## src/verilog/ccs_pkg.sv

```systemverilog
`default_nettype none
package ccs_pkg;
  localparam logic [15:0] CSR_ADDR = 16'hEF00;
  localparam logic [15:0] CSR_RESET = 16'h0001;

  localparam int INIT_BIT = 0;
  localparam int GIE_BIT = 1;
  localparam int SIE_BIT = 2;
  localparam int EIE_BIT = 3;
  localparam int BYP_BIT = 4;
  localparam int CCE_BIT = 6;
  localparam int TST_BIT = 7;
  localparam int LEC_LSB = 8;
  localparam int LEC_MSB = 10;
  localparam int TRANSMIT_SUCCESS_FLAG_BIT = 11;
  localparam int RECEIVE_SUCCESS_FLAG_BIT = 12;
  localparam int WRN_BIT = 14;
  localparam int BUSOFF_FLAG_BIT = 15;

  localparam logic [2:0] LEC_NONE = 3'h0;
  localparam logic [2:0] LEC_STUFF = 3'h1;
  localparam logic [2:0] LEC_FORM = 3'h2;
  localparam logic [2:0] LEC_ACK = 3'h3;
  localparam logic [2:0] LEC_BIT1 = 3'h4;
  localparam logic [2:0] LEC_BIT0 = 3'h5;
  localparam logic [2:0] LEC_CRC = 3'h6;
  localparam logic [2:0] LEC_UNUSED = 3'h7;

  // standard mode halves the module clock
  localparam logic [0:0] PRESCALE_STD_LAST = 1'h1;

  typedef enum logic [1:0] {
    CCS_PRE_LOW = 2'b01,
    CCS_PRE_HIGH = 2'b10
  } ccs_pre_e;
endpackage : ccs_pkg
`default_nettype wire

```

## src/verilog/ccs_prescaler_if.sv

```systemverilog
`default_nettype none
interface ccs_prescaler_if;
  logic bypass;
  logic hold;
  logic tick;
  modport ctl (output bypass, output hold, input tick);
  modport pre (input bypass, input hold, output tick);
endinterface : ccs_prescaler_if
`default_nettype wire

```

## src/verilog/ccs_prescaler.sv

```systemverilog
`default_nettype none
module ccs_prescaler (
  // clock and reset
  input wire logic CORE_CLK,
  input wire logic RSTN,
  // control and tick
  ccs_prescaler_if.pre pif
);
  ccs_pkg::ccs_pre_e state_q;
  logic tick_q;

  // phase of the 2:1 divider; held still during initialization
  always_ff @(posedge CORE_CLK or negedge RSTN)
  begin
    if (!RSTN)
    begin
      state_q <= ccs_pkg::CCS_PRE_LOW;
    end
    else if (pif.hold || pif.bypass)
    begin
      state_q <= ccs_pkg::CCS_PRE_LOW;
    end
    else
    begin
      case (state_q)
        ccs_pkg::CCS_PRE_LOW: state_q <= ccs_pkg::CCS_PRE_HIGH;
        ccs_pkg::CCS_PRE_HIGH: state_q <= ccs_pkg::CCS_PRE_LOW;
        default: state_q <= ccs_pkg::CCS_PRE_LOW;
      endcase
    end
  end

  always_ff @(posedge CORE_CLK or negedge RSTN)
  begin
    if (!RSTN)
    begin
      tick_q <= 1'b0;
    end
    else if (pif.hold)
    begin
      tick_q <= 1'b0;
    end
    else if (pif.bypass)
    begin
      tick_q <= 1'b1;
    end
    else
    begin
      tick_q <= (state_q == ccs_pkg::CCS_PRE_HIGH);
    end
  end

  assign pif.tick = tick_q;
endmodule : ccs_prescaler
`default_nettype wire

```

## src/verilog/ccs_top.sv

```systemverilog
`default_nettype none
module ccs_top (
  // clock and reset
  input wire logic CORE_CLK,
  input wire logic RSTN,
  // register port
  input wire logic BUS_SEL,
  input wire logic BUS_WR,
  input wire logic BUS_RD,
  input wire logic [15:0] BUS_ADDR,
  input wire logic [1:0] BUS_BE,
  input wire logic [15:0] BUS_WDATA,
  output logic [15:0] BUS_RDATA,
  // events from the bit stream processor
  input wire logic EVT_TX_OK,
  input wire logic EVT_RX_OK,
  input wire logic EVT_ERR,
  input wire logic [2:0] EVT_ERR_CODE,
  input wire logic EVT_RECOVERY_STEP,
  // levels from the error management logic
  input wire logic BUSOFF_STATE,
  input wire logic WARNING_STATE,
  // configuration write gating
  input wire logic CFG_WR_REQ,
  output logic CFG_WR_STROBE,
  // pending-interrupt acknowledge from the identifier logic
  input wire logic ERR_IRQ_ACK,
  // control outputs
  output logic INIT_HOLD,
  output logic BIT_TIMING_TICK,
  output logic TEST_MODE,
  output logic STATUS_IRQ_PENDING,
  output logic ERROR_IRQ_PENDING,
  output logic MODULE_IRQ_OUTPUT
);
  logic init_q;
  logic gie_q;
  logic sie_q;
  logic eie_q;
  logic byp_q;
  logic cce_q;
  logic tst_q;
  logic [2:0] lec_q;
  logic [2:0] lec_d;
  logic transmit_success_flag_q;
  logic receive_success_flag_q;
  logic busoff_flag_q;
  logic wrn_q;
  logic stat_pend_q;
  logic err_pend_q;
  logic [15:0] rdata_q;
  logic [15:0] csr_view;
  logic hit;
  logic wr_lo;
  logic wr_hi;
  logic rd_hi;
  logic rd_any;
  logic busoff_flag_rise;
  logic lvl_change;
  logic stat_event;
  logic err_code_valid;

  ccs_prescaler_if pif ();

  ccs_prescaler u_prescaler (
    .CORE_CLK(CORE_CLK),
    .RSTN(RSTN),
    .pif(pif)
  );

  assign hit = BUS_SEL && (BUS_ADDR == ccs_pkg::CSR_ADDR);
  assign wr_lo = hit && BUS_WR && BUS_BE[0];
  assign wr_hi = hit && BUS_WR && BUS_BE[1];
  assign rd_any = hit && BUS_RD;
  assign rd_hi = rd_any && BUS_BE[1];

  // busoff is sampled into the status half
  always_ff @(posedge CORE_CLK or negedge RSTN)
  begin
    if (!RSTN)
    begin
      busoff_flag_q <= 1'b0;
    end
    else
    begin
      busoff_flag_q <= BUSOFF_STATE;
    end
  end

  // warning level, also the reference for its change detector
  always_ff @(posedge CORE_CLK or negedge RSTN)
  begin
    if (!RSTN)
    begin
      wrn_q <= 1'b0;
    end
    else
    begin
      wrn_q <= WARNING_STATE;
    end
  end

  assign busoff_flag_rise = BUSOFF_STATE && !busoff_flag_q;
  assign lvl_change = (BUSOFF_STATE != busoff_flag_q) || (WARNING_STATE != wrn_q);

  // hardware never reports the unused code
  assign err_code_valid = EVT_ERR && (EVT_ERR_CODE != ccs_pkg::LEC_UNUSED);

  // init bit: reset value, busoff entry and software writes
  always_ff @(posedge CORE_CLK or negedge RSTN)
  begin
    if (!RSTN)
    begin
      init_q <= ccs_pkg::CSR_RESET[ccs_pkg::INIT_BIT];
    end
    else if (busoff_flag_rise)
    begin
      init_q <= 1'b1;
    end
    else if (wr_lo)
    begin
      init_q <= BUS_WDATA[ccs_pkg::INIT_BIT];
    end
  end

  // interrupt enables of the low byte
  always_ff @(posedge CORE_CLK or negedge RSTN)
  begin
    if (!RSTN)
    begin
      gie_q <= ccs_pkg::CSR_RESET[ccs_pkg::GIE_BIT];
      sie_q <= ccs_pkg::CSR_RESET[ccs_pkg::SIE_BIT];
      eie_q <= ccs_pkg::CSR_RESET[ccs_pkg::EIE_BIT];
    end
    else if (wr_lo)
    begin
      gie_q <= BUS_WDATA[ccs_pkg::GIE_BIT];
      sie_q <= BUS_WDATA[ccs_pkg::SIE_BIT];
      eie_q <= BUS_WDATA[ccs_pkg::EIE_BIT];
    end
  end

  // prescaler mode and configuration gate
  always_ff @(posedge CORE_CLK or negedge RSTN)
  begin
    if (!RSTN)
    begin
      byp_q <= ccs_pkg::CSR_RESET[ccs_pkg::BYP_BIT];
      cce_q <= ccs_pkg::CSR_RESET[ccs_pkg::CCE_BIT];
    end
    else if (wr_lo)
    begin
      byp_q <= BUS_WDATA[ccs_pkg::BYP_BIT];
      cce_q <= BUS_WDATA[ccs_pkg::CCE_BIT];
    end
  end

  // test bit
  always_ff @(posedge CORE_CLK or negedge RSTN)
  begin
    if (!RSTN)
    begin
      tst_q <= ccs_pkg::CSR_RESET[ccs_pkg::TST_BIT];
    end
    else if (wr_lo)
    begin
      // stored as written; software keeps it zero
      tst_q <= BUS_WDATA[ccs_pkg::TST_BIT];
    end
  end

  // error code: hardware result beats a software write in the same cycle
  always_comb
  begin
    lec_d = lec_q;
    if (wr_hi)
    begin
      lec_d = BUS_WDATA[ccs_pkg::LEC_MSB:ccs_pkg::LEC_LSB];
    end
    if (EVT_TX_OK || EVT_RX_OK)
    begin
      lec_d = ccs_pkg::LEC_NONE;
    end
    if (EVT_RECOVERY_STEP)
    begin
      lec_d = ccs_pkg::LEC_BIT0;
    end
    if (err_code_valid)
    begin
      // stuff, form, ack, bit1, bit0 and crc codes pass straight in
      lec_d = EVT_ERR_CODE;
    end
  end

  // updates continue whatever the interrupt enables say
  always_ff @(posedge CORE_CLK or negedge RSTN)
  begin
    if (!RSTN)
    begin
      lec_q <= ccs_pkg::LEC_NONE;
    end
    else
    begin
      lec_q <= lec_d;
    end
  end

  // success flags: set wins over a clearing write
  always_ff @(posedge CORE_CLK or negedge RSTN)
  begin
    if (!RSTN)
    begin
      transmit_success_flag_q <= 1'b0;
      receive_success_flag_q <= 1'b0;
    end
    else
    begin
      if (EVT_TX_OK)
      begin
        transmit_success_flag_q <= 1'b1;
      end
      else if (wr_hi)
      begin
        transmit_success_flag_q <= BUS_WDATA[ccs_pkg::TRANSMIT_SUCCESS_FLAG_BIT];
      end
      if (EVT_RX_OK)
      begin
        receive_success_flag_q <= 1'b1;
      end
      else if (wr_hi)
      begin
        receive_success_flag_q <= BUS_WDATA[ccs_pkg::RECEIVE_SUCCESS_FLAG_BIT];
      end
    end
  end

  assign stat_event = EVT_TX_OK || EVT_RX_OK || err_code_valid;

  // status-change pending: an event in the clearing read cycle survives
  always_ff @(posedge CORE_CLK or negedge RSTN)
  begin
    if (!RSTN)
    begin
      stat_pend_q <= 1'b0;
    end
    else if (sie_q && stat_event)
    begin
      stat_pend_q <= 1'b1;
    end
    else if (rd_hi)
    begin
      stat_pend_q <= 1'b0;
    end
  end

  // error pending is released by the identifier logic once serviced
  always_ff @(posedge CORE_CLK or negedge RSTN)
  begin
    if (!RSTN)
    begin
      err_pend_q <= 1'b0;
    end
    else if (eie_q && lvl_change)
    begin
      err_pend_q <= 1'b1;
    end
    else if (ERR_IRQ_ACK)
    begin
      err_pend_q <= 1'b0;
    end
  end

  always_comb
  begin
    csr_view = 16'h0000;
    csr_view[ccs_pkg::INIT_BIT] = init_q;
    csr_view[ccs_pkg::GIE_BIT] = gie_q;
    csr_view[ccs_pkg::SIE_BIT] = sie_q;
    csr_view[ccs_pkg::EIE_BIT] = eie_q;
    csr_view[ccs_pkg::BYP_BIT] = byp_q;
    csr_view[ccs_pkg::CCE_BIT] = cce_q;
    csr_view[ccs_pkg::TST_BIT] = tst_q;
    csr_view[ccs_pkg::LEC_MSB:ccs_pkg::LEC_LSB] = lec_q;
    csr_view[ccs_pkg::TRANSMIT_SUCCESS_FLAG_BIT] = transmit_success_flag_q;
    csr_view[ccs_pkg::RECEIVE_SUCCESS_FLAG_BIT] = receive_success_flag_q;
    csr_view[ccs_pkg::WRN_BIT] = wrn_q;
    csr_view[ccs_pkg::BUSOFF_FLAG_BIT] = busoff_flag_q;
  end

  // read data registered; unmapped reads return zero
  always_ff @(posedge CORE_CLK or negedge RSTN)
  begin
    if (!RSTN)
    begin
      rdata_q <= 16'h0000;
    end
    else if (BUS_SEL && BUS_RD)
    begin
      rdata_q <= rd_any ? csr_view : 16'h0000;
    end
  end

  assign pif.bypass = byp_q;
  assign pif.hold = init_q;

  assign BUS_RDATA = rdata_q;
  assign INIT_HOLD = init_q;
  assign BIT_TIMING_TICK = pif.tick;
  assign TEST_MODE = tst_q;
  assign CFG_WR_STROBE = CFG_WR_REQ && cce_q;
  assign STATUS_IRQ_PENDING = stat_pend_q;
  assign ERROR_IRQ_PENDING = err_pend_q;
  assign MODULE_IRQ_OUTPUT = gie_q && (stat_pend_q || err_pend_q);
endmodule : ccs_top
`default_nettype wire

```

## config.mk

```make
export PLATFORM = sky130hd
export DESIGN_NAME = ccs_top
export DESIGN_NICKNAME = d
export VERILOG_FILES = /design/src/verilog/ccs_pkg.sv /design/src/verilog/ccs_prescaler_if.sv /design/src/verilog/ccs_prescaler.sv /design/src/verilog/ccs_top.sv
export SDC_FILE = /design/constraint.sdc
export NUM_CORES = 1
export LEC_CHECK = 0
export ABC_CLOCK_PERIOD_IN_PS = 900
export BUFFER_PORTS_ARGS = -buffer_cell sky130_fd_sc_hd__buf_2
export CAP_MARGIN = 25
export CELL_PAD_IN_SITES_DETAIL_PLACEMENT = 0
export CELL_PAD_IN_SITES_GLOBAL_PLACEMENT = 1
export CORE_MARGIN = 2
export CORE_UTILIZATION = 30
export DETAILED_ROUTE_END_ITERATION = 6
export GPL_TIMING_DRIVEN = 0
export PLACE_DENSITY = 0.75
export SYNTH_ARGS = -nofsm -noshare
export SYNTH_HDL_FRONTEND = slang
export SYNTH_SLANG_ARGS = --single-unit
```

## constraint.sdc

```tcl
create_clock -name CORE_CLK -period 0.9 [get_ports CORE_CLK]
set_input_delay 0.09 -clock CORE_CLK [delete_from_list [all_inputs] [get_ports CORE_CLK]]
set_output_delay 0.09 -clock CORE_CLK [all_outputs]
set_load 0.01 [all_outputs]
```

==> out/qor.tcl, run 1 <==
set qor(syn_area_per_cell_um2) 12.3
set qor(nNetsFinal) 277
set qor(floorplan.rows) 25
set qor(cpMaxStageDelayCell) {sky130_fd_sc_hd__and4bb_2}
set qor(total_leakage_power_nw) 1.35
set qor(remaining_drc_errors) 0
set qor(switch_share_pct) 22.2
set qor(yosys-mux-area-fraction_pct) 6.79
set qor(synth-main-ff-cell) {sky130_fd_sc_hd__dfrtp_1}
set qor(clock_tree.root_cell) {sky130_fd_sc_hd__clkbuf_8}
set qor(cp_max_fo) 7
set qor(fin_crit_sh_pct) 125
set qor(postPlaceCellArea_um2) 1910
set qor(die_extent_in_x_um) 74.1
set qor(grt_start_max_net_pins) 34
set qor(power_switching_w) 0.000648
set qor(finalCriticalPeriod_ns) 1.12
set qor(postSynthCellCount) 120
set qor(postRouteWirelength_um) 4140
set qor(floorplan.die_area_um2) 5490
set qor(worstSetupStartpoint) {BUS_ADDR[3]}
set qor(grt_remaining_overflow) 0
set qor(cts_tree) {built}
set qor(synth_fa_ha_area_share_pct) 0.848
set qor(drive_above_1_share_pct) 64.2
set qor(grtUsageTotal_pct) 15.7
set qor(internal-power_w) 0.00226
set qor(wire_length_per_cell_um) 14.1
set qor(synthesized_area_fraction_occupied_by_ao_oa_aoi_and_oai_cells_pct) 18.2
set qor(synth-xor-area-share_pct) 0.594
set qor(cts-buffers-inserted) 5
set qor(timing.critical_path.max_delay_family) {simple AND/OR/NAND/NOR gates}
set qor(met3WireLength_um) 192
set qor(yosysWarningCount) 0
set qor(count_of_hold_fix_buffers_inserted_at_cts) 3
set qor(run_status) {finished with violations}
set qor(synthDominantCellAreaShare_pct) 52.6
set qor(worstPathArrival_ns) 1.28
set qor(critical_path.max_stage_delay_ns) 0.34
set qor(clock_tree.htree_level_count) 2
set qor(crit_chain) {buf_6 > and4bb_2 > nand3_4 > nor3_4 > buf_12 > mux2_4}
set qor(max_freq_ghz) 0.890
set qor(num_io_pins) 73
set qor(asyncSetResetFlopFracSynth_pct) 100
set qor(drt.antenna.violating_nets) 0
set qor(cellPowerDensity_nw_per_um2) 1130
set qor(areaGrowthSynthToFinish_pct) 75.2
set qor(buffer_ports.inserted) 66
set qor(synth-seq-cells) 33
set qor(slew_violations) 0
set qor(critical_path_data_required_time_ns) 1.05
set qor(topRoutingLayerUsed) {met4}
set qor(rsz0062_at_grt) {true}
set qor(critical_path.reg2reg.startpoint) {busoff_flag_q$_DFF_PN0_}
set qor(reg2reg_setup_slack_ns) -0.05
set qor(routed_via_density) 4.54
set qor(crit_type) {in -> reg}
set qor(layout.cell_area.non_filler_um2) 2580
set qor(comb_power_share_pct) 10.4
set qor(finClkSkew_ns) 0.00452
set qor(antenna_diode_instance_count) 0
set qor(routed-wl-met2_um) 2060
set qor(cts.path.max_buffers) 2
set qor(synth_most_common_cell) {sky130_fd_sc_hd__dfrtp_1}
set qor(wire_length_of_the_first_global_routing_pass_um) 6500
set qor(synthDominantAreaCellType) {sky130_fd_sc_hd__dfrtp_1}
set qor(antenna_violations_before_repair) 0
set qor(failed_checks) {negative hold slack, negative setup slack}
set qor(finalHoldViolations) 31
set qor(synthTopCellsByCount) {31 x sky130_fd_sc_hd__dfrtp_1, 14 x sky130_fd_sc_hd__a22o_2, 10 x sky130_fd_sc_hd__nand2_1}
set qor(height_of_the_die_um) 74.1
set qor(floorplan.initialDensity_pct) 31.2
set qor(detailed_router_iteration_count_before_antenna_repair) 4
set qor(gpl.final_weighted_congestion) 0.780
set qor(combined_buffer_and_inverter_count_along_the_critical_path) 2
set qor(detailedPlacementHpwl_um) 2750
set qor(synth_area_leaders) {sky130_fd_sc_hd__dfrtp_1 53%, sky130_fd_sc_hd__a22o_2 9.5%, sky130_fd_sc_hd__mux2_2 6.1%}
set qor(seq_power_share_pct) 52.1
set qor(post_synth_instance_area_um2) 1480
set qor(routedLengthMet1_um) 1850
set qor(clk_transition_reported_paths_ns) 0.06
set qor(tightest_slew_ns) 0.719
set qor(clkSinkCount) 33
set qor(synth_sequential_area_ratio_pct) 56.1
set qor(vdd.ir_drop.worst_uv) 791
set qor(slew_headroom_pct) 52.0
set qor(first_iter_violations) 39
set qor(final.hold.worst_slack_ns) -0.134
set qor(n_fill_cell) 416
set qor(report.power.total_w) 0.00291
set qor(max_cap_viol_count) 0
set qor(synth-edff-count) 0
set qor(synth_top_family_by_area) {compound AO/OA/AOI/OAI gates}
set qor(power_frac_clock_pct) 37.5
set qor(num_vias) 1330
set qor(end_kind) {flop}
set qor(worstSetupStartpointType) {input pin}
set qor(setup_ws_ns) -0.224
set qor(count_of_unique_library_cells_instantiated_by_yosys) 36
set qor(grt_pass1_vias) 1369
set qor(coreArea_um2) 4720
set qor(synth_simple_gate_area_share_pct) 13.3
set qor(clk_latency_ns) 0.27
set qor(timing.final.setup_violations) 35
set qor(timing.hold.worst.class) {in -> async}
==> flip-flops by register name, summed over array words and instances (netlist names) <==
name / flops
receive_success_flag_q: 1
busoff_flag_q: 1
cce_q: 1
INIT_HOLD: 1
byp_q: 1
lec_q: 3
transmit_success_flag_q: 1
gie_q: 1
ERROR_IRQ_PENDING: 1
eie_q: 1
u_prescaler.pif.tick: 1
sie_q: 1
wrn_q: 1
STATUS_IRQ_PENDING: 1
BUS_RDATA: 14
TEST_MODE: 1
u_prescaler.state_q: 2
==> layout by cell type (no fill, tap or decap), types with 5 or more instances in the layout <==
cell type	Yosys	routed
sky130_fd_sc_hd__dfrtp_1	31	30
sky130_fd_sc_hd__inv_1	6	5
sky130_fd_sc_hd__nand2_1	10	10
sky130_fd_sc_hd__mux2_4	0	8
sky130_fd_sc_hd__a22o_4	0	14
sky130_fd_sc_hd__buf_2	1	53
sky130_fd_sc_hd__buf_6	1	21
sky130_fd_sc_hd__nor2_1	5	5
sky130_fd_sc_hd__buf_4	2	22
sky130_fd_sc_hd__clkbuf_8	0	6
==> repair_timing <==
action	in CTS	in global routing
buffers inserted	16	13
pin swaps	9	10
resized for setup	33	26
endpoints found under the setup margin	39	51
cloned	1	0
hold endpoints to repair	34	31
==> through the flow <==
stage,setup slack [ns],setup TNS (ns),util (%),cells,hold WS [ns]
after floorplan,-0.378,-7.72,-,121,-0.206
after global placement,-0.678,-13.46,40.5,254,0.185
after detailed placement,-0.680,-13.68,40.5,254,0.189
after CTS,-0.262,-5.94,49.5,280,-0.108
after global routing,-0.263,-6.91,54.7,293,-0.0730
final,-0.224,-5.49,54.7,293,-0.134
==> routing by layer <==
layer / vias up / track usage (%)
li1: 648 / -
met1: 643 / 20.7
met2: 35 / 26.2
met3: 4 / 4.07
met4: 0 / 3.64
met5: - / 0
==> cell type report <==
class / instances / area (µm²) / area share [%]
Buffer: 4 / 33.8 / 1.31
Clock buffer: 7 / 86.3 / 3.34
Sequential cell: 33 / 830 / 32.1
Multi-Input combinational cell: 77 / 800 / 30.9
Timing Repair Buffer: 99 / 729 / 28.2
Inverter: 6 / 22.5 / 0.871
Tap cell: 67 / 83.8 / 3.24
==> kinds of logic after synthesis <==
kind of cell,Yosys count
flops,33
buf+inv,11
simple gates,33
other cells,1
mux,9
compound gates,31
fa+ha+maj,1
xor+xnor,1
==> worst paths after layout <==
check,to,cells past startpoint
max,byp_q$_DFFE_PN0P_,6
min,BUS_RDATA[2]$_DFFE_PN0P_,1
max reg2reg,ERROR_IRQ_PENDING$_DFFE_PN0P_,5
min reg2reg,u_prescaler.state_q[1]$_DFF_PN0_,1
max in group asynchronous,byp_q$_DFFE_PN0P_,1
min in group CORE_CLK,transmit_success_flag_q$_DFFE_PN0P_,2
==> power by group through the flow <==
stage	Combinational (W)	Clock (W)	Sequential (W)
2_1_floorplan	0.0000861	0	0.00154
3_3_place_gp	0.000243	0	0.00154
3_5_place_dp	0.000244	0	0.00154
4_1_cts	0.000289	0.00112	0.00151
5_1_grt	0.000338	0.00121	0.00152
6_report	0.000303	0.00109	0.00152
Note: power is estimated with default switching activity, not from simulation.
==> run 2, diff against run 1 <==
--- a/config.mk
+++ b/config.mk
@@ -5,13 +5,14 @@
 export SDC_FILE = /design/constraint.sdc
 export NUM_CORES = 1
 export LEC_CHECK = 0
+export ABC_AREA = 1
 export ABC_CLOCK_PERIOD_IN_PS = 900
 export BUFFER_PORTS_ARGS = -buffer_cell sky130_fd_sc_hd__buf_2
 export CAP_MARGIN = 25
 export CELL_PAD_IN_SITES_DETAIL_PLACEMENT = 0
 export CELL_PAD_IN_SITES_GLOBAL_PLACEMENT = 1
 export CORE_MARGIN = 2
-export CORE_UTILIZATION = 30
+export CORE_UTILIZATION = 29
 export DETAILED_ROUTE_END_ITERATION = 6
 export GPL_TIMING_DRIVEN = 0
 export PLACE_DENSITY = 0.75
==> run 2 against run 1 <==
Compared with the run above:
- the run still ends with negative hold slack, negative setup slack left
- die area is 8.2% higher
- fmax is 6.8% higher
- area after synthesis is 5.0% higher
- global-route usage hardly changed
- register-to-register slack better by 0.04 ns
- power is 5.0% higher
- utilization is 4.5 points lower
- clock-buffer cell count stayed put
- non-clock buffer count is 1 lower
- routed wire length is 3.1% higher
- critical path depth is 3 lower
- sequential power hardly changed
==> out/qor.tcl, run 2 <==
set qor(run_status) {finished with violations}
set qor(failed_checks) {negative hold slack, negative setup slack}
set qor(grtUsageTotal_pct) 15.7
set qor(remaining_drc_errors) 0
set qor(synth-seq-cells) 33
set qor(synthTopCellsByCount) {55 x sky130_fd_sc_hd__nand2_1, 31 x sky130_fd_sc_hd__dfrtp_1, 22 x sky130_fd_sc_hd__inv_1, 22 x sky130_fd_sc_hd__nand3_1, 9 x sky130_fd_sc_hd__nor2_1}
set qor(layout.cell_area.non_filler_um2) 2580
set qor(crit_chain) {nor2_2 > nor2_2 > buf_2}
set qor(postPlaceCellArea_um2) 1980
set qor(yosysWarningCount) 0
set qor(cpMaxStageDelayCell) {sky130_fd_sc_hd__dfrtp_1}
set qor(n_fill_cell) 526
set qor(cp_max_fo) 2
set qor(highest_count_cells_in_the_layout_ignoring_fill_and_taps) {55 x sky130_fd_sc_hd__buf_2, 49 x sky130_fd_sc_hd__nand2_1, 31 x sky130_fd_sc_hd__dfrtp_1}
set qor(report.power.total_w) 0.00306
set qor(cts-buffers-inserted) 5
set qor(detailed_router_iteration_count_before_antenna_repair) 4
set qor(critical_path.max_stage_delay_ns) 0.39
set qor(detailedPlacementHpwl_um) 2910
set qor(cts_tree) {built}
set qor(height_of_the_die_um) 77.1
set qor(timing.final.setup_violations) 28
set qor(crit_type) {reg -> out}
set qor(synth-edff-count) 0
set qor(postSynthCellCount) 180
set qor(postRouteWirelength_um) 4270
set qor(drive_above_1_share_pct) 54.4
set qor(final.hold.worst_slack_ns) -0.130
set qor(floorplan.die_area_um2) 5940
set qor(count_of_unique_library_cells_instantiated_by_yosys) 23
set qor(grt_remaining_overflow) 0
set qor(rsz0062_at_grt) {true}
set qor(vdd.ir_drop.worst_uv) 539
set qor(clk_transition_reported_paths_ns) 0.06
set qor(grt_pass1_vias) 1536
set qor(slew_violations) 0
set qor(worstSetupStartpointType) {flop}
set qor(floorplan.rows) 26
set qor(coreArea_um2) 5140
set qor(areaGrowthSynthToFinish_pct) 66.6
set qor(worstPathArrival_ns) 0.96
set qor(gpl.final_weighted_congestion) 0.799
set qor(buffer_ports.inserted) 66
set qor(synthDominantCellAreaShare_pct) 50.1
set qor(synth_most_common_cell) {sky130_fd_sc_hd__nand2_1}
set qor(synth_area_leaders) {sky130_fd_sc_hd__dfrtp_1 50%, sky130_fd_sc_hd__nand2_1 13%, sky130_fd_sc_hd__nand3_1 7.1%}
set qor(antenna_violations_before_repair) 0
set qor(synth-main-ff-cell) {sky130_fd_sc_hd__dfrtp_1}
set qor(slew_headroom_pct) 49.8
set qor(postLayoutCoreUtil_pct) 50.2
set qor(max_freq_ghz) 0.950
set qor(num_vias) 1534
set qor(drt.antenna.violating_nets) 0
set qor(globalRouteMet3Util_pct) 3.88
set qor(mostFrequentLayoutCell) {sky130_fd_sc_hd__buf_2}
set qor(total_leakage_power_nw) 1.37
set qor(count_of_hold_fix_buffers_inserted_at_cts) 3
set qor(antenna_diode_instance_count) 0
set qor(tightest_slew_ns) 0.753
set qor(setup_ws_ns) -0.152
set qor(wire_length_per_cell_um) 12.0
set qor(cellPowerDensity_nw_per_um2) 1180
set qor(syn_area_per_cell_um2) 8.61
set qor(critical_path_data_required_time_ns) 0.81
set qor(routed_via_density) 4.32
set qor(end_kind) {output port}
set qor(timing.hold.worst.class) {in -> async}
set qor(finalHoldViolations) 31
set qor(finalCriticalPeriod_ns) 1.05
set qor(post_synth_instance_area_um2) 1550
set qor(finClkSkew_ns) 0.000728
set qor(first_iter_violations) 40
set qor(largest_register_ff_count) 14
set qor(gr-usage-met1_pct) 19.0
set qor(grt_start_max_net_pins) 34
set qor(clock_tree.root_cell) {sky130_fd_sc_hd__clkbuf_8}
set qor(wire_length_of_the_first_global_routing_pass_um) 7290
set qor(clk_latency_ns) 0.28
set qor(die_extent_in_x_um) 77.1
set qor(fin_crit_sh_pct) 117
set qor(use_met2_pct) 27.1
set qor(floorplan.initialDensity_pct) 30.1
set qor(num_io_pins) 73
set qor(synth_sequential_area_ratio_pct) 53.5
set qor(worst_path_most_repeated_cell) {sky130_fd_sc_hd__nor2_2}
set qor(clkSinkCount) 33
set qor(asyncSetResetFlopFracSynth_pct) 100
set qor(cts.path.max_buffers) 2
set qor(nNetsFinal) 335
set qor(max_cap_viol_count) 0
set qor(gr-max-usage-layer) {met2}
set qor(clock_tree.htree_level_count) 2
set qor(synthDominantAreaCellType) {sky130_fd_sc_hd__dfrtp_1}
[run 2: changes by cell type in the layout (fill, tap and decap cells not counted), sizes merged, moves of 3 or more]
cell,change
nand2,+49
nand3,+21
inv,+16
a22o,-15
o21ai,+10
mux2,-8
nor2,+6
nand4,+5
a211o,-3
a21oi,-3
o21a,-3
[run 2: worst paths after layout]
check	from	end	slack, ns	cells after the start
max	STATUS_IRQ_PENDING$_DFFE_PN0P_	MODULE_IRQ_OUTPUT	-0.15	3
min	RSTN	BUS_RDATA[2]$_DFFE_PN0P_	-0.13	1
max reg2reg	INIT_HOLD$_DFFE_PN1P_	u_prescaler.pif.tick$_DFF_PN0_	-0.01	3
min reg2reg	u_prescaler.state_q[1]$_DFF_PN0_	u_prescaler.state_q[0]$_DFF_PN1_	0.49	2
max in group asynchronous	RSTN	BUS_RDATA[4]$_DFFE_PN0P_	0.55	1
min in group CORE_CLK	BUS_WDATA[2]	sie_q$_DFFE_PN0P_	0.04	3
[run 2: cells by family after synthesis]
group	after synthesis	share of synthesized area, %
other	1	0.242
AO/OA/AOI/OAI	13	5.82
buffers and inverters	28	8.00
AND/OR/NAND/NOR	104	31.7
adder cells (fa/ha/maj)	1	0.808
flip-flops	33	53.5
[run 2: stage by stage]
| stage | hold WS, ns | cells | TNS (ns) | setup slack (ns) |
|---|---|---|---|---|
| final | -0.130 | 355 | -1.32 | -0.152 |
| after global routing | -0.0800 | 355 | -4.58 | -0.196 |
| after CTS | -0.116 | 341 | -0.794 | -0.166 |
| after detailed placement | 0.194 | 317 | -7.99 | -0.375 |
| after global placement | 0.203 | 317 | -7.47 | -0.359 |
| after floorplan | -0.206 | 181 | -0.701 | -0.111 |
[run 2: what timing repair did]
| item | 4_1_cts | 5_1_grt |
|---|---|---|
| cloned | 1 | 1 |
| endpoints found under the setup margin | 27 | 52 |
| endpoints found under the hold margin | 34 | 31 |
| pin swaps | 14 | 17 |
| setup buffers | 12 | 13 |
| gates resized for setup | 29 | 42 |
[run 2: area by class of cell]
class	instances	area (µm²)	share of cell area, %
multi-input cells	120	743	28.8
flip-flops and latches	33	828	32.1
well taps	70	87.6	3.39
clock inverters	1	5.00	0.194
plain buffers	6	48.8	1.89
inverters	22	85.1	3.30
repair buffers	96	686	26.6
clock buffers	7	96.3	3.73
[run 2: metal layers]
layer	vias to the layer above	wire, µm
met2	52	2130
met3	7	277
met1	699	1800
met4	0	72
li1	776	-
met5	-	0
[run 2: worst max-delay path, delay by kind of cell, from the launching register on]
kind | cells | cell delay, ns
DFF | 1 | 0.39
and+or+nand+nor | 2 | 0.16
buffers and inverters | 1 | 0.13
[run 2: power breakdown]
group	internal (W)	leakage [nW]	switching [W]
Combinational	0.000145	0.885	0.000174
Clock	0.000691	0.0542	0.000536
Sequential	0.00150	0.434	0.00000894
Total	0.00234	1.37	0.000719
==> run 3, diff against run 2 <==
--- a/config.mk
+++ b/config.mk
@@ -15,7 +15,9 @@
 export CORE_UTILIZATION = 29
 export DETAILED_ROUTE_END_ITERATION = 6
 export GPL_TIMING_DRIVEN = 0
+export HOLD_SLACK_MARGIN = 0.1
 export PLACE_DENSITY = 0.75
 export SYNTH_ARGS = -nofsm -noshare
 export SYNTH_HDL_FRONTEND = slang
 export SYNTH_SLANG_ARGS = --single-unit
+export TNS_END_PERCENT = 30
==> run 3 against run 2 <==
Compared with the run above:
- clock power hardly changed
- critical endpoint unchanged
- die area stayed put
- critical path type unchanged
- the run still ends with negative hold slack, negative setup slack left
- sequential share of layout area is 1.2 points higher
==> out/qor.tcl, run 3 (synthesis gave the netlist of run 2 again) <==
set qor(worstSetupStartpointType) {flop}
set qor(max_freq_ghz) 0.944
set qor(max_cap_viol_count) 0
set qor(highest_count_cells_in_the_layout_ignoring_fill_and_taps) {56 x sky130_fd_sc_hd__buf_2, 47 x sky130_fd_sc_hd__nand2_1, 31 x sky130_fd_sc_hd__dfrtp_1}
set qor(count_of_hold_fix_buffers_inserted_at_cts) 14
set qor(power_switching_w) 0.000694
set qor(floorplan.rows) 26
set qor(tightest_slew_ns) 0.726
set qor(finClkSkew_ns) 0.00453
set qor(vdd.ir_drop.worst_uv) 599
set qor(grt_start_max_net_pins) 34
set qor(mostFrequentLayoutCell) {sky130_fd_sc_hd__buf_2}
set qor(worstPathArrival_ns) 0.97
set qor(drt.antenna.violating_nets) 0
set qor(cp_max_fo) 3
set qor(setup_ws_ns) -0.159
set qor(layout.area.seq_um2) 828
set qor(postRouteWirelength_um) 4050
set qor(internal-power_w) 0.00237
set qor(height_of_the_die_um) 77.1
set qor(failed_checks) {negative hold slack, negative setup slack}
set qor(grt_pass1_vias) 1516
set qor(crit_chain) {nor2_1 > nor2_2 > buf_2}
set qor(layout.cell_area.non_filler_um2) 2480
set qor(total_leakage_power_nw) 1.31
set qor(nNetsFinal) 329
set qor(cts.path.max_buffers) 2
set qor(grtUsageTotal_pct) 14.6
set qor(die_extent_in_x_um) 77.1
set qor(cellPowerDensity_nw_per_um2) 1230
set qor(reg2reg_depth) 5
set qor(clock_tree.root_cell) {sky130_fd_sc_hd__clkbuf_8}
set qor(postPlaceCellArea_um2) 1980
set qor(cts-buffers-inserted) 5
set qor(cts_tree) {built}
set qor(areaGrowthSynthToFinish_pct) 60.3
set qor(wire_length_per_cell_um) 11.6
set qor(run_status) {finished with violations}
set qor(grt_remaining_overflow) 0
set qor(buffer_ports.inserted) 66
set qor(n_fill_cell) 550
set qor(crit_type) {reg -> out}
set qor(finalCriticalPeriod_ns) 1.06
set qor(fin_crit_sh_pct) 118
set qor(antenna_violations_before_repair) 0
set qor(end_kind) {output port}
set qor(timing.final.setup_violations) 12
set qor(postLayoutCoreUtil_pct) 48.3
set qor(gpl.final_weighted_congestion) 0.829
set qor(clock_tree.htree_level_count) 2
set qor(worstSetupStartpoint) {ERROR_IRQ_PENDING$_DFFE_PN0P_}
set qor(drive_above_1_share_pct) 47.0
set qor(comb_power_share_pct) 11.4
set qor(cp_endpoint) {MODULE_IRQ_OUTPUT}
set qor(remaining_drc_errors) 0
set qor(routed_via_density) 4.29
set qor(antenna_diode_instance_count) 0
set qor(reg2reg_setup_slack_ns) -0.01
set qor(clkSinkCount) 33
set qor(critical_path_data_required_time_ns) 0.81
set qor(cpMaxStageDelayCell) {sky130_fd_sc_hd__dfrtp_1}
set qor(finalHoldViolations) 31
set qor(rsz0062_at_grt) {true}
set qor(detailed_router_iteration_count_before_antenna_repair) 4
set qor(detailedPlacementHpwl_um) 2890
set qor(slew_violations) 0
set qor(first_iter_violations) 50
set qor(clk_transition_reported_paths_ns) 0.06
set qor(critical_path.reg2reg.startpoint) {busoff_flag_q$_DFF_PN0_}
set qor(slew_headroom_pct) 51.6
set qor(seq_power_share_pct) 49.3
set qor(multi_input_area_um2) 697
set qor(clk_latency_ns) 0.27
set qor(num_io_pins) 73
set qor(largest_register_ff_count) 14
set qor(floorplan.die_area_um2) 5940
set qor(floorplan.initialDensity_pct) 30.1
set qor(switch_share_pct) 22.7
set qor(critical_path.max_stage_delay_ns) 0.40
set qor(timing.hold.worst.class) {in -> async}
set qor(coreArea_um2) 5140
set qor(num_vias) 1497
set qor(final.hold.worst_slack_ns) -0.127
set qor(worstReg2RegEnd) {ERROR_IRQ_PENDING$_DFFE_PN0P_}
set qor(power_frac_clock_pct) 39.3
set qor(wire_length_of_the_first_global_routing_pass_um) 6840
[run 3: per-layer routing]
metal	vias up	GRT usage (%)	share of wire, %
li1	766	-	-
met1	669	17.1	41
met2	58	25.7	51
met3	4	3.65	6.6
met4	0	5.89	1.2
met5	-	0	0
[run 3: power groups by stage]
stage          registers [W]   logic, W  clock network, W
2_1_floorplan        0.00154  0.0000992                 0
3_3_place_gp         0.00154   0.000261                 0
3_5_place_dp         0.00154   0.000264                 0
4_1_cts              0.00151   0.000326           0.00124
5_1_grt              0.00151   0.000391           0.00130
6_report             0.00151   0.000350           0.00120
[run 3: worst max-delay path, delay by kind of cell (launching register included)]
family | cells | cell delay [ns]
and+or+nand+nor | 2 | 0.17
DFF | 1 | 0.40
buffers and inverters | 1 | 0.13
[run 3: metrics by stage]
step                setup WS [ns]  instances  TNS, ns  power (W)  hold slack (ns)
detailed placement         -0.369        317    -7.89    0.00180            0.208
global placement           -0.362        317    -7.58    0.00180            0.193
CTS                        -0.168        346   -0.516    0.00308          -0.0954
global route               -0.208        349    -2.10    0.00320          -0.0705
finish                     -0.159        349   -0.511    0.00306           -0.127
floorplan                  -0.111        181   -0.701    0.00164           -0.206
[run 3: cell type report]
| class | count | area share, % |
|---|---|---|
| clock inverters | 1 | 0.202 |
| well taps | 70 | 3.53 |
| clock buffers | 7 | 3.88 |
| inverters | 22 | 3.43 |
| repair buffers | 90 | 25.7 |
| multi-input cells | 120 | 28.1 |
| flip-flops and latches | 33 | 33.4 |
| plain buffers | 6 | 1.81 |
[run 3: worst min path at each step]
| stage | start | end | slack (ns) |
|---|---|---|---|
| 3_3_place_gp | RSTN | BUS_RDATA[2]$_DFFE_PN0P_ | 0.19 |
| 5_1_grt | RSTN | receive_success_flag_q$_DFFE_PN0P_ | -0.07 |
| 3_5_place_dp | RSTN | lec_q[1]$_DFFE_PN0P_ | 0.21 |
| 2_1_floorplan | RSTN | BUS_RDATA[0]$_DFFE_PN0P_ | -0.21 |
| 6_report | RSTN | BUS_RDATA[2]$_DFFE_PN0P_ | -0.13 |
| 4_1_cts | RSTN | lec_q[1]$_DFFE_PN0P_ | -0.1 |
[run 3: timing repair]
| action | 4_1_cts | 5_1_grt |
|---|---|---|
| resized for setup | 17 | 31 |
| setup endpoints to repair | 24 | 49 |
| gates cloned | 1 | 0 |
| endpoints found under the hold margin | 44 | 31 |
| pin swaps | 9 | 14 |
| buffers inserted | 6 | 3 |
